$ cat config.mk
export PLATFORM = sky130hd
export DESIGN_NAME = rles_edge_setup
export DESIGN_NICKNAME = d
export VERILOG_FILES = /design/src/logic/rles_pkg.sv /design/src/logic/rles_edge_setup.sv
export SDC_FILE = /design/constraint.sdc
export NUM_CORES = 1
export LEC_CHECK = 0
export ABC_AREA = 1
export BUFFER_PORTS_ARGS = -buffer_cell sky130_fd_sc_hd__buf_2
export CAP_MARGIN = 10
export CELL_PAD_IN_SITES_DETAIL_PLACEMENT = 0
export CELL_PAD_IN_SITES_GLOBAL_PLACEMENT = 1
export CORE_MARGIN = 4
export CORE_UTILIZATION = 41
export DETAILED_ROUTE_END_ITERATION = 6
export HOLD_SLACK_MARGIN = 0.05
export PLACE_DENSITY = 0.82
export SLEW_MARGIN = 10
export SYNTH_ARGS = -nofsm -noshare
export SYNTH_HDL_FRONTEND = slang
export SYNTH_SLANG_ARGS = --single-unit
$ cat constraint.sdc
create_clock -name ref_clk -period 19.83 [get_ports ref_clk]
set_clock_uncertainty 0.2 [all_clocks]
set_input_delay 3.966 -clock ref_clk [delete_from_list [all_inputs] [get_ports ref_clk]]
set_output_delay 3.966 -clock ref_clk [all_outputs]
set_load 0.005 [all_outputs]
$ cat src/logic/rles_pkg.sv
// Package: register map, field positions and reset values for the edge setup block
package rles_pkg;
  // Register byte offsets
  localparam logic [7:0] OFS_DOM_START = 8'h00;
  localparam logic [7:0] OFS_DOM_STEP = 8'h04;
  localparam logic [7:0] OFS_SUB_START = 8'h08;
  localparam logic [7:0] OFS_SUB_STEP = 8'h0c;
  localparam logic [7:0] OFS_Y_INIT = 8'h10;
  localparam logic [7:0] OFS_Y_STEP = 8'h14;
  localparam logic [7:0] OFS_COUNT = 8'h18;
  localparam logic [7:0] OFS_MASK = 8'h1c;
  localparam logic [7:0] OFS_PT0 = 8'h20;
  localparam logic [7:0] OFS_PT3 = 8'h2c;
  localparam logic [7:0] OFS_YCLIP = 8'h30;
  localparam logic [7:0] OFS_OWNER = 8'h34;
  localparam logic [7:0] OFS_RENDER = 8'h38;
  localparam logic [7:0] OFS_CONT = 8'h3c;
  localparam logic [7:0] OFS_STATUS = 8'h40;
  // Render command fields
  localparam int RB_AREA = 0;
  localparam int RB_LINE = 1;
  localparam int RB_LRST = 2;
  localparam int RB_PRIM_LO = 6;
  localparam int RB_AA = 8;
  localparam int RB_USE_PT = 10;
  localparam int RB_TEX = 12;
  localparam int RB_HAZE = 13;
  localparam int RB_COV = 14;
  localparam int RB_SUBPIX = 15;
  // Y clip bound halves
  localparam int YC_MAX_LO = 16;
  localparam int YC_MIN_LO = 0;
  // Ownership: mask in upper half, match value in lower half
  localparam int OWN_MASK_LO = 16;
  // Reset values
  localparam logic [31:0] RST_WORD = 32'h0000_0000;
  localparam logic [15:0] RST_COUNT = 16'h0000;
  localparam logic [31:0] RST_YCLIP = 32'h7fff_8000;
  localparam logic [31:0] RST_OWNER = 32'h0000_0000;
  // Primitive kinds
  localparam logic [1:0] PRIM_LINE = 2'h0;
  localparam logic [1:0] PRIM_TRAP = 2'h1;
  localparam logic [1:0] PRIM_POINT = 2'h2;
  typedef enum logic {RLES_IDLE, RLES_RUN} rles_state_type;
endpackage

$ cat src/logic/rles_edge_setup.sv
// Edge setup: parameter store, edge stepping and per-primitive qualification
// Notes on behaviour
// - Dominant edge X starts from a signed 16.16 start register.
// - Each step adds the dominant X step, or a point table word for point-table antialiased trapezoids, to the dominant edge X.
// - Subordinate edge X starts from a 16.16 start register.
// - Each step adds the subordinate X step to the subordinate edge X.
// - Y starts from the 16.16 initial Y register.
// - Each step adds the Y step to Y, its sign giving the scan direction.
// - The 16-bit count means pixels, scanlines, sub-scanlines or diameter by primitive.
// - A scanline is filled only when lower <= Y < upper; others are suppressed.
// - Four antialias point words are held, the write address selecting the word.
// - A 32-bit stipple mask word masks fragments when bitmask stippling is on.
// - Render command bits qualify stipple, texture, haze, coverage, subpixel state per primitive.
// - Clearing render bits skips unit operations without reloading unit configs.
// - Only scanlines assigned by the ownership register are rasterized.
// - Area stippling needs both the render bit and the unit's own enable.
// - Continue counts drive that continuation only and never touch the count register.
`timescale 1ns/100ps
`default_nettype none
module rles_edge_setup
  import rles_pkg::*;
(
  input wire logic ref_clk, // 200 MHz core clock
  input wire logic rst_n, // Async reset, active low
  input wire logic [7:0] reg_addr, // Register byte address
  input wire logic [31:0] reg_wdata, // Write data
  input wire logic reg_wr, // Write strobe
  input wire logic reg_rd, // Read strobe
  output logic [31:0] reg_rdata, // Read data, cycle after strobe
  input wire logic area_unit_on, // Stipple unit area enable
  input wire logic line_unit_on, // Stipple unit line enable
  input wire logic haze_unit_on, // Haze unit enable
  input wire logic tex_unit_on, // Texture unit enable
  input wire logic mask_unit_on, // Bitmask stipple enable
  input wire logic frag_ready, // Pipeline takes a step
  output logic frag_valid, // Step data valid
  output logic frag_keep, // Scanline clipped in and owned
  output logic frag_masked, // Bitmask stipple drops fragment
  output logic [31:0] frag_x_dom, // Dominant edge X, 16.16
  output logic [31:0] frag_x_sub, // Subordinate edge X, 16.16
  output logic [31:0] frag_y, // Current Y, 16.16
  output logic area_pattern_on, // Area stipple active
  output logic line_pattern_on, // Line stipple active
  output logic line_pattern_restart, // One-cycle restart pulse
  output logic texturing_on, // Texture active
  output logic haze_on, // Haze active
  output logic coverage_on, // Coverage active
  output logic frac_fix_on, // Subpixel correction active
  output logic busy // Primitive in progress
);
  import rles_pkg::*;

  // Integer part of a 16.16 value
  function automatic logic signed [15:0] fx_int(input logic [31:0] v);
    fx_int = $signed(v[31:16]);
  endfunction

  logic rst_s1, rst_s2;
  logic [31:0] dominant_x_start, dominant_x_step;
  logic [31:0] subordinate_x_start, subordinate_x_step;
  logic [31:0] y_initial, y_step, stipple_mask_word;
  logic [31:0] y_clip_bounds, owner_word, render_word;
  logic [15:0] step_count, remain;
  logic [31:0] aa_point_word [4];
  logic [31:0] x_dom, x_sub, y_cur, dom_inc;
  rles_state_type state;
  logic wr_render, wr_cont, step, fill_in, owned;
  logic signed [15:0] y_int, y_min, y_max;

  // Reset release through two flops
  always_ff @(posedge ref_clk or negedge rst_n) begin
    if (!rst_n) begin
      rst_s1 <= 1'b0;
      rst_s2 <= 1'b0;
    end else begin
      rst_s1 <= 1'b1;
      rst_s2 <= rst_s1;
    end
  end

  assign wr_render = reg_wr && reg_addr == OFS_RENDER;
  assign wr_cont = reg_wr && reg_addr == OFS_CONT;
  assign step = state == RLES_RUN && frag_ready;

  // Parameter store writes
  always_ff @(posedge ref_clk or negedge rst_s2) begin
    if (!rst_s2) begin
      dominant_x_start <= RST_WORD;
      dominant_x_step <= RST_WORD;
      subordinate_x_start <= RST_WORD;
      subordinate_x_step <= RST_WORD;
      y_initial <= RST_WORD;
      y_step <= RST_WORD;
      step_count <= RST_COUNT;
      stipple_mask_word <= RST_WORD;
      y_clip_bounds <= RST_YCLIP;
      owner_word <= RST_OWNER;
      render_word <= RST_WORD;
      for (int i = 0; i < 4; i++) begin
        aa_point_word[i] <= RST_WORD;
      end
    end else if (reg_wr) begin
      if (reg_addr == OFS_DOM_START) begin
        dominant_x_start <= reg_wdata;
      end else if (reg_addr == OFS_DOM_STEP) begin
        dominant_x_step <= reg_wdata;
      end else if (reg_addr == OFS_SUB_START) begin
        subordinate_x_start <= reg_wdata;
      end else if (reg_addr == OFS_SUB_STEP) begin
        subordinate_x_step <= reg_wdata;
      end else if (reg_addr == OFS_Y_INIT) begin
        y_initial <= reg_wdata;
      end else if (reg_addr == OFS_Y_STEP) begin
        y_step <= reg_wdata;
      end else if (reg_addr == OFS_COUNT) begin
        step_count <= reg_wdata[15:0];
      end else if (reg_addr == OFS_MASK) begin
        stipple_mask_word <= reg_wdata;
      end else if (reg_addr >= OFS_PT0 && reg_addr <= OFS_PT3) begin
        aa_point_word[reg_addr[3:2]] <= reg_wdata;
      end else if (reg_addr == OFS_YCLIP) begin
        y_clip_bounds <= reg_wdata;
      end else if (reg_addr == OFS_OWNER) begin
        owner_word <= reg_wdata;
      end else if (reg_addr == OFS_RENDER) begin
        render_word <= reg_wdata;
      end
    end
  end

  // Read data, one cycle after the strobe; unmapped reads return zero
  always_ff @(posedge ref_clk or negedge rst_s2) begin
    if (!rst_s2) begin
      reg_rdata <= RST_WORD;
    end else if (reg_rd) begin
      if (reg_addr == OFS_DOM_START) begin
        reg_rdata <= dominant_x_start;
      end else if (reg_addr == OFS_DOM_STEP) begin
        reg_rdata <= dominant_x_step;
      end else if (reg_addr == OFS_SUB_START) begin
        reg_rdata <= subordinate_x_start;
      end else if (reg_addr == OFS_SUB_STEP) begin
        reg_rdata <= subordinate_x_step;
      end else if (reg_addr == OFS_Y_INIT) begin
        reg_rdata <= y_initial;
      end else if (reg_addr == OFS_Y_STEP) begin
        reg_rdata <= y_step;
      end else if (reg_addr == OFS_COUNT) begin
        reg_rdata <= {16'h0000, step_count};
      end else if (reg_addr == OFS_MASK) begin
        reg_rdata <= stipple_mask_word;
      end else if (reg_addr >= OFS_PT0 && reg_addr <= OFS_PT3) begin
        reg_rdata <= aa_point_word[reg_addr[3:2]];
      end else if (reg_addr == OFS_YCLIP) begin
        reg_rdata <= y_clip_bounds;
      end else if (reg_addr == OFS_OWNER) begin
        reg_rdata <= owner_word;
      end else if (reg_addr == OFS_RENDER) begin
        reg_rdata <= render_word;
      end else if (reg_addr == OFS_STATUS) begin
        reg_rdata <= {15'h0000, busy, remain};
      end else begin
        reg_rdata <= RST_WORD;
      end
    end else begin
      reg_rdata <= RST_WORD;
    end
  end

  // Antialiased trapezoids may take dominant dx from the point table
  always_comb begin
    dom_inc = dominant_x_step;
    if (render_word[RB_AA] && render_word[RB_USE_PT]
        && render_word[RB_PRIM_LO +: 2] == PRIM_TRAP) begin
      dom_inc = aa_point_word[remain[1:0]];
    end
  end

  // Sequencer: render loads all edges, continue reuses them
  always_ff @(posedge ref_clk or negedge rst_s2) begin
    if (!rst_s2) begin
      state <= RLES_IDLE;
      remain <= RST_COUNT;
    end else begin
      case (state)
        RLES_IDLE: begin
          if (wr_render && step_count != 16'h0000) begin
            remain <= step_count;
            state <= RLES_RUN;
          end else if (wr_cont && reg_wdata[15:0] != 16'h0000) begin
            remain <= reg_wdata[15:0];
            state <= RLES_RUN;
          end
        end
        RLES_RUN: begin
          if (step) begin
            remain <= remain - 16'h0001;
            if (remain == 16'h0001) begin
              state <= RLES_IDLE;
            end
          end
        end
        default: state <= RLES_IDLE;
      endcase
    end
  end

  // Edge DDAs; start writes arriving mid-primitive only affect the next one, step writes apply at once
  always_ff @(posedge ref_clk or negedge rst_s2) begin
    if (!rst_s2) begin
      x_dom <= RST_WORD;
      x_sub <= RST_WORD;
      y_cur <= RST_WORD;
    end else if (state == RLES_IDLE && wr_render) begin
      x_dom <= dominant_x_start;
      x_sub <= subordinate_x_start;
      y_cur <= y_initial;
    end else if (step) begin
      x_dom <= x_dom + dom_inc;
      x_sub <= x_sub + subordinate_x_step;
      y_cur <= y_cur + y_step;
    end
  end

  // Clip and ownership tests on the integer scanline
  assign y_int = fx_int(y_cur);
  assign y_max = $signed(y_clip_bounds[YC_MAX_LO +: 16]);
  assign y_min = $signed(y_clip_bounds[YC_MIN_LO +: 16]);
  assign fill_in = y_int >= y_min && y_int < y_max;
  // Zero mask with zero match owns every line, so single-chip use needs no setup
  assign owned = (y_cur[31:16] & owner_word[OWN_MASK_LO +: 16])
                 == owner_word[15:0];
  assign frag_valid = state == RLES_RUN;
  assign frag_keep = frag_valid && fill_in && owned;
  assign frag_masked = frag_valid && mask_unit_on
                       && !stipple_mask_word[x_dom[20:16]];
  assign frag_x_dom = x_dom;
  assign frag_x_sub = x_sub;
  assign frag_y = y_cur;
  assign busy = state == RLES_RUN;

  // Unit gating: unit configs stay on, render bits switch per primitive
  always_ff @(posedge ref_clk or negedge rst_s2) begin
    if (!rst_s2) begin
      area_pattern_on <= 1'b0;
      line_pattern_on <= 1'b0;
      texturing_on <= 1'b0;
      haze_on <= 1'b0;
      coverage_on <= 1'b0;
      frac_fix_on <= 1'b0;
    end else begin
      area_pattern_on <= render_word[RB_AREA] && area_unit_on;
      line_pattern_on <= render_word[RB_LINE] && line_unit_on;
      texturing_on <= render_word[RB_TEX] && tex_unit_on;
      haze_on <= render_word[RB_HAZE] && haze_unit_on;
      coverage_on <= render_word[RB_COV];
      frac_fix_on <= render_word[RB_SUBPIX];
    end
  end

  // Restart pulse, qualified by the line enables, on a render write while idle with the restart bit set, even with a zero count
  always_ff @(posedge ref_clk or negedge rst_s2) begin
    if (!rst_s2) begin
      line_pattern_restart <= 1'b0;
    end else begin
      line_pattern_restart <= state == RLES_IDLE && wr_render
                              && reg_wdata[RB_LRST] && reg_wdata[RB_LINE]
                              && line_unit_on;
    end
  end
endmodule
`default_nettype wire

==> Word level (Yosys, flattened, before mapping) <==
Index checks and enable logic that the tools add are counted.
{ "op_classes": {"eq_ne": 17, "add_sub_neg": 4, "n_reduce_logical": 40, "order_cmp": 8, "n_bitwise": 15, "mux": 41} }
{ "ops": {"columns": ["operator", "n"], "rows": [
  ["32-bit two-way mux", 25],
  ["32-bit binary-select mux with 2-bit select", 2],
  ["128-bit bitwise mux", 1],
  ["32-bit adder", 3],
  ["32-bit demux with 2-bit select", 1],
  ["16-bit two-way mux", 3],
  ["8-bit by 5-bit == test with 1-bit output, second input constant", 4],
  ["8-bit by 6-bit == test with 1-bit output, second input constant", 4],
  ["16-bit one-hot mux with 2 select lines", 1],
  ["16-bit nonzero test", 2],
  ["1-bit logical AND", 22],
  ["17-bit two-way mux", 1],
  ["16-bit AND", 1],
  ["16-bit by 1-bit == test with 1-bit output, second input constant", 1],
  ["16-bit == test", 1],
  ["8-bit by 4-bit == test with 1-bit output, second input constant", 2],
  ["16-bit greater-or-equal comparator", 1],
  ["16-bit less-than comparator", 1],
  ["16-bit by 1-bit subtractor with 16-bit output, second input constant", 1],
  ["13-bit AND reduction", 1],
  ["1-bit inverter", 12],
  ["12-bit AND reduction", 1],
  ["11-bit AND reduction", 1],
  ["10-bit AND reduction", 1],
  ["25 further kinds", 32]
]} }
{ "totals": {"register_bits": 618, "input_bits": 50, "word_cells": 155, "output_inout_bits": 139} }

==> Longest topological paths before layout <==
Gate-level depths: netlist of the first run.
{ "depth": {"ltp_word": 15, "ltp_mapped": 19} }

==> Worst setup path before layout of the first run <==
Ideal clock, no wire load.
{ "synth_path": {"path_kind": "input to output", "startpoint": "input port mask_unit_on", "endpoint": "output port frag_masked", "required_time_ns": 15.664, "arrival_ns": 4.145, "slack_ns": 11.519, "cell_stages": 2, "path_cell_list": "nand2_1 > a21oi_1"} }
{ "synth_between": {"elab_chain_cells": 2} }
{ "synth_rtl": {"columns": ["item", "line", "source"], "rows": [
  ["start, declared", "rles_edge_setup.sv:34", "input wire logic mask_unit_on,"],
  ["1-bit logical AND", "rles_edge_setup.sv:235", "assign frag_masked = frag_valid && mask_unit_on"],
  ["1-bit logical AND", "rles_edge_setup.sv:236", "&& !stipple_mask_word[x_dom[20:16]];"],
  ["end, declared", "rles_edge_setup.sv:38", "output logic frag_masked,"]
]} }
No other way between the ends.

==> Worst setup path after layout of the first run <==
Same ends and word-level chain as after synthesis.

==> results of run 1 <==
per-layer routing:
layer / wire length [microns] / up-vias / global-route usage / share of wire
met5: 0 / - / 0 / 0
met4: 7790 / 0 / 0.148 / 0.053
met3: 13900 / 258 / 0.0640 / 0.095
met2: 62300 / 1669 / 0.464 / 0.42
met1: 63300 / 16700 / 0.447 / 0.43
li1: - / 16200 / - / -
final cells by class:
| class | count | area, sq um |
|---|---|---|
| multi-input cells | 3578 | 17800 |
| flip-flops and latches | 618 | 15500 |
| repair buffers | 227 | 1250 |
| clock inverters | 22 | 300 |
| fillers | 8745 | 46800 |
| well taps | 1155 | 1450 |
| clock buffers | 108 | 2170 |
| inverters | 368 | 1380 |
| diodes | 2 | 5.00 |
state kept, by name, summed over array words and instances, names as in the netlist, 16 cells and up:
signal / count
frag_x_dom: 32
dominant_x_step: 32
y_initial: 32
aa_point_word: 128
reg_rdata: 32
remain: 16
render_word: 32
subordinate_x_step: 32
frag_x_sub: 32
subordinate_x_start: 32
owner_word: 32
dominant_x_start: 32
stipple_mask_word: 32
step_count: 16
frag_y: 32
y_step: 32
y_clip_bounds: 32
critical path: stages:
cell and delay, ps:
buf_2 80, nand2_1 40, a21oi_1 110, buf_2 120
Yosys cell counts (4+ instances only):
| cell type | n | area (sq um) |
|---|---|---|
| nand4_1 | 35 | 219 |
| o21ai_1 | 86 | 430 |
| inv_1 | 351 | 1320 |
| a21boi_0 | 12 | 90.1 |
| nor4_1 | 11 | 68.8 |
| a21o_1 | 17 | 128 |
| buf_1 | 5 | 18.8 |
| a22o_1 | 17 | 149 |
| xor2_1 | 20 | 175 |
| clkbuf_1 | 172 | 646 |
| dfrtp_1 | 602 | 15100 |
| dfstp_2 | 16 | 420 |
| buf_4 | 12 | 90.1 |
| inv_2 | 14 | 52.6 |
| o21a_1 | 6 | 45.0 |
| nand2_4 | 7 | 78.8 |
| o21ai_0 | 664 | 3320 |
| o221ai_1 | 11 | 96.3 |
| nor3_1 | 17 | 85.1 |
| o211ai_1 | 54 | 405 |
| a21oi_1 | 320 | 1600 |
| nor2_1 | 386 | 1450 |
| buf_6 | 4 | 45.0 |
| nand3_1 | 243 | 1220 |
| a31oi_1 | 36 | 225 |
| nor2_2 | 7 | 43.8 |
| o22ai_1 | 48 | 300 |
| or2_0 | 5 | 31.3 |
| or2_1 | 4 | 25.0 |
| nand2_1 | 1328 | 4980 |
| buf_2 | 64 | 320 |
| nand2_2 | 8 | 50.1 |
| xnor2_1 | 30 | 263 |
| or2_2 | 15 | 93.8 |
| ha_1 | 126 | 1580 |
| o21bai_1 | 32 | 240 |
| nand3b_1 | 7 | 52.6 |
power by group:
part | internal, mW | switching (mW)
Sequential | 1.42 | 0.237
Clock | 0.837 | 0.567
Combinational | 0.407 | 0.775
Total | 2.66 | 1.58
logic make-up (layout without fill, tap and decap cells):
kind of cell	Yosys count	in the layout	share of synthesized area
flip-flops	618	618	0.433
other	1	3	0.000105
buffers and inverters	625	725	0.0701
XOR/XNOR	50	50	0.0123
AO/OA/AOI/OAI	1309	1309	0.198
AND/OR/NAND/NOR	2089	2089	0.240
adder cells (fa/ha/maj)	129	129	0.0458
worst min-delay path by stage:
stage | slack [ps] | end | from
after floorplan | 130 | rst_s2 | rst_s1
after detailed placement | 140 | rst_s2 | rst_s1
final | 130 | haze_on | rst_s2
after CTS | 160 | rst_s2 | rst_s1
after global routing | 160 | rst_s2 | rst_s1
after global placement | 140 | rst_s2 | rst_s1
==> out/qor.csv, run 1 <==
stage,metric,value,unit
timing,relative slew slack,0.234,
timing,Final min period,8490,ps
clock_tree,CTS hold repair buffers,0,
die,die height,303,microns
worst_setup_path,crit path from,mask_unit_on,
worst_setup_path,critical setup path kind,in -> out,
pwr,Pleak,19.0,nW
worst_setup_path,Crit Path Max Fanout,1,
die,Die Wd,303,microns
final_layout,"most common cell after layout, fill and taps aside",nand2_1,
final_layout,"Cell Count, Final, Fillers Out",6078,
placement,DP Worst Slack,11340,ps
drt,Initial DRC Count,4335,
final_layout,Layout area overhead,11.4,%
global_route,first-pass GRT wire length,216,mm
global_route,gr usage total,0.316,
die,Initial Utilization,0.413,
clock_tree,post_cts resized,0,
pwr,maximum vdd drop,0.0819,mV
timing,Final Hold Fails,0,
synth,syn_area_per_cell,7.41,sq um
synth,area of the mapped netlist,0.0357,sq mm
clock_tree,TritonCTS Buffers,73,
global_route,vias in the first global route,32400,
timing,Setup WS post-layout,11340,ps
drt,Final ANT Viol Nets,0,
clock_tree,clk_lat worst skew,640,ps
worst_setup_path,"setup slack, reg-to-reg",14860,ps
outcome,failing checks,design-rule violations,
synth,Unique masters post-synth,55,
worst_setup_path,FF-to-FF End,frag_x_dom[26],
pwr,PwrDens,107,mW/mm^2
global_route,initial antenna violation count,2,
synth,Yosys reg bits,618,
worst_setup_path,worst reg2reg startpoint,remain[0],
synth,Most used DFF post-synth,dfrtp_1,
drt,via/cell ratio,5.72,
timing,Finish-stage setup viols,0,
timing,Final Cycle Share,0.428,
pwr,Pwr Total,4.24,mW
drt,drt wl/cell,24.2,microns
timing,Max Freq,118,MHz
drt,first-pass iteration count of the detailed router,7,
die,die area,0.0919,sq mm
clock_tree,TritonCTS clock tree,yes,
placement,HPWL Detailed,107,mm
synth,Syn Inst Count,4821,
timing,Pins Over Slew Limit,0,
timing,setup TNS,0,ps
synth,sequential area share after synthesis,0.433,
placement,placed cell areas,0.0373,sq mm
final_layout,final net count,5045,
synth,ys async rst share,1.00,
global_route,largest net degree at the start of global routing,172,
worst_setup_path,Critical Path Sink,frag_masked,
placement,placed cell count,5946,
synth,Synth Net Count,5000,
die,FP Rows,108,
final_layout,most frequent cells in the layout,"nand2_1, o21ai_0, dfrtp_1, nor2_1, inv_1",
clock_tree,root buffer cell,clkbuf_16,
timing,Tightest Pin Transition,1150,ps
final_layout,Final Instance Area,0.0398,sq mm
timing,unrepaired setup endpoints after global routing,no,
drt,DRC Markers,2,
final_layout,"Core Util, Final",0.460,
die,I/O pin total,189,
placement,PortBufs,188,
synth,number of synthesized flops with an enable pin,0,
outcome,status,"finished, violations left",
synth,number of synthesis warnings,0,
worst_setup_path,Worst R2R Path Depth,15,
clock_tree,postcts setup bufs,0,
worst_setup_path,Worst Path Arrival,4320,ps
flow_run,maxcap violations,0,
clock_tree,htree depth,3,
worst_setup_path,Setup crit end kind,output port,
drt,via count,34800,
drt,Post-Route WL,147,mm
final_layout,layout cells sized above 1,0.0874,
global_route,Congestion Overflow GR,0,
clock_tree,Clock transition at path regs,60,ps
clock_tree,clock buffer depth,3,
clock_tree,Sink Count,618,
die,core area,0.0866,sq mm
worst_setup_path,WP data required,15660,ps
worst_setup_path,Worst setup SP type,input port,
worst_hold_path,Hold Crit Class,reg -> async,
timing,Fin Hold WS,128,ps
placement,Placer Congestion,0.975,
Note: power is estimated with default switching activity, not from simulation.
==> run 2: changes to the inputs <==
==> constraint.sdc (replaced) <==
create_clock -name ref_clk -period 7.6 [get_ports ref_clk]
set_clock_uncertainty 0.2 [all_clocks]
set_input_delay 1.52 -clock ref_clk [delete_from_list [all_inputs] [get_ports ref_clk]]
set_output_delay 1.52 -clock ref_clk [all_outputs]
set_load 0.005 [all_outputs]
==> run 2 against run 1 <==
The run now ends clean. Total power grew to 2.6 times the previous value. Die area stayed put. Non-clock buffer count stayed put. Cell count hardly changed. Clock power grew to 2.6 times the previous value. Final area hardly changed. Via count is 0.39% higher. Routed wire length is 0.99% higher. Worst hold slack better by 20 ps. Critical path depth is 3 higher. Sequential share of layout area hardly changed. Clock-buffer cell count is 8 lower. Critical endpoint unchanged. Largest power group unchanged.
==> out/qor.csv, run 2 (synthesis gave the netlist of run 1 again) <==
stage,metric,value,unit
final_layout,Final Instance Area,0.0398,sq mm
clock_tree,Sink Count,618,
worst_setup_path,crit-path cells,inv_1 -> o21ai_0 -> o21ai_0 -> o221ai_1 -> nand3_1 -> a21oi_1 -> buf_2,
clock_tree,postcts setup bufs,0,
timing,Pins Over Slew Limit,0,
clock_tree,Clock transition at path regs,60,ps
final_layout,Layout area overhead,11.3,%
timing,Final min period,4890,ps
clock_tree,TritonCTS clock tree,yes,
pwr,maximum vdd drop,0.164,mV
timing,Final Hold Fails,0,
final_layout,layout cells sized above 1,0.0888,
global_route,busiest layer in global routing,met1,
final_layout,"most common cell after layout, fill and taps aside",nand2_1,
global_route,Congestion Overflow GR,0,
global_route,largest net degree at the start of global routing,152,
worst_setup_path,"slowest stage delay, CP",1050,ps
final_layout,most frequent cells in the layout,"nand2_1, o21ai_0, dfrtp_1, nor2_1, inv_1",
pwr,PwrDens,277,mW/mm^2
timing,Tightest Pin Transition,1200,ps
drt,Final ANT Viol Nets,0,
outcome,status,"finished, final reports clean",
drt,via count,34900,
timing,Finish-stage setup viols,0,
placement,PortBufs,188,
global_route,vias in the first global route,32100,
worst_setup_path,WP data required,5880,ps
clock_tree,CTS hold repair buffers,0,
drt,Initial DRC Count,4419,
clock_tree,post_cts resized,0,
worst_setup_path,Worst Path Arrival,3170,ps
die,die height,303,microns
die,I/O pin total,189,
timing,relative slew slack,0.199,
global_route,GR Layer Usage met1,0.463,
worst_setup_path,critical path's slowest cell,dfrtp_1,
die,die area,0.0919,sq mm
global_route,met2 Track Usage GR,0.462,
worst_setup_path,"most used cell, CP",o21ai_0,
timing,setup TNS,0,ps
die,Initial Utilization,0.413,
pwr,Pleak,19.0,nW
worst_setup_path,Worst setup SP type,flop,
worst_setup_path,Setup crit end kind,output port,
worst_hold_path,Hold Crit Class,reg -> reg,
die,FP Rows,108,
clock_tree,root buffer cell,clkbuf_16,
clock_tree,clock buffer depth,3,
placement,placed cell areas,0.0374,sq mm
drt,via/cell ratio,5.75,
worst_setup_path,critical setup path kind,reg -> out,
global_route,initial antenna violation count,5,
worst_hold_path,Worst Hold Depth,0,
flow_run,maxcap violations,0,
worst_setup_path,Crit Path Max Fanout,29,
clock_tree,htree depth,3,
die,Die Wd,303,microns
global_route,first-pass GRT wire length,217,mm
global_route,M3 GR Usage,0.0507,
timing,Max Freq,204,MHz
placement,Placer Congestion,0.973,
placement,HPWL Detailed,109,mm
clock_tree,clk_lat worst skew,640,ps
global_route,gr usage total,0.319,
drt,first-pass iteration count of the detailed router,6,
worst_setup_path,Worst R2R Path Depth,14,
die,core area,0.0866,sq mm
drt,drt wl/cell,24.5,microns
final_layout,register name with the most flops,aa_point_word,
drt,Post-Route WL,149,mm
timing,unrepaired setup endpoints after global routing,no,
clock_tree,TritonCTS Buffers,74,
drt,DRC Markers,0,
final_layout,max reg flops,128,
timing,Final Cycle Share,0.644,
final_layout,final net count,5046,
run 2: changes by cell type in the layout (fill, tap and decap cells not counted), moves of 2 or more:
cell,delta
clkbuf_8,-2
bufinv_16,-4
clkbuf_1,-7
clkinv_2,+9
buf_4,-2
buf_12,+2
inv_6,+2
run 2: per-layer routing:
layer | wire length (microns) | share of wire
met3 | 13900 | 0.093
met2 | 62300 | 0.42
met5 | 0 | 0
met1 | 64200 | 0.43
met4 | 8370 | 0.056
run 2: area by class of cell:
cell class	count	area, sq um
repair buffers	227	1270
clock inverters	30	274
flip-flops and latches	618	15500
clock buffers	100	2140
inverters	368	1380
multi-input cells	3578	17800
diodes	3	7.51
fillers	8805	46800
well taps	1155	1450
run 2: report_power, final:
group          total [mW]  internal, mW  leakage, nW  switching (mW)
clock                3.59          2.06         1.20            1.53
sequential           4.41          3.71         8.28           0.700
combinational        3.01          1.06         9.52            1.95
total                11.0          6.82         19.0            4.18
run 2: worst max-delay path: cells and delay by family (launching register included):
family / cells / cell delay [ps]
and+or+nand+nor: 1 / 220
buffers and inverters: 2 / 550
AOI/OAI and AO/OA: 4 / 710
DFF: 1 / 1050
run 2: stage by stage:
stage / total power [mW] / util / cells / worst slack [ps] / hold slack, ps
after floorplan: 6.10 / - / 4821 / 1420 / 131
after global placement: 7.35 / 0.431 / 5946 / 2350 / 136
after detailed placement: 7.39 / 0.431 / 5946 / 2300 / 139
after CTS: 11.0 / 0.459 / 6076 / 2750 / 152
after global routing: 11.6 / 0.459 / 6076 / 2600 / 168
final: 11.0 / 0.459 / 6079 / 2710 / 148
run 2: worst paths after layout:
path                                 from           endpoint  slack [ps]
setup / recovery           frag_x_dom[16]        frag_masked        2710
hold / removal                     rst_s1             rst_s2         150
setup reg to reg                remain[0]     frag_x_dom[17]        3150
hold reg to reg                    rst_s1             rst_s2         150
max in group asynchronous          rst_s2  aa_point_word[26]        5070
min in group asynchronous          rst_s2            haze_on         200
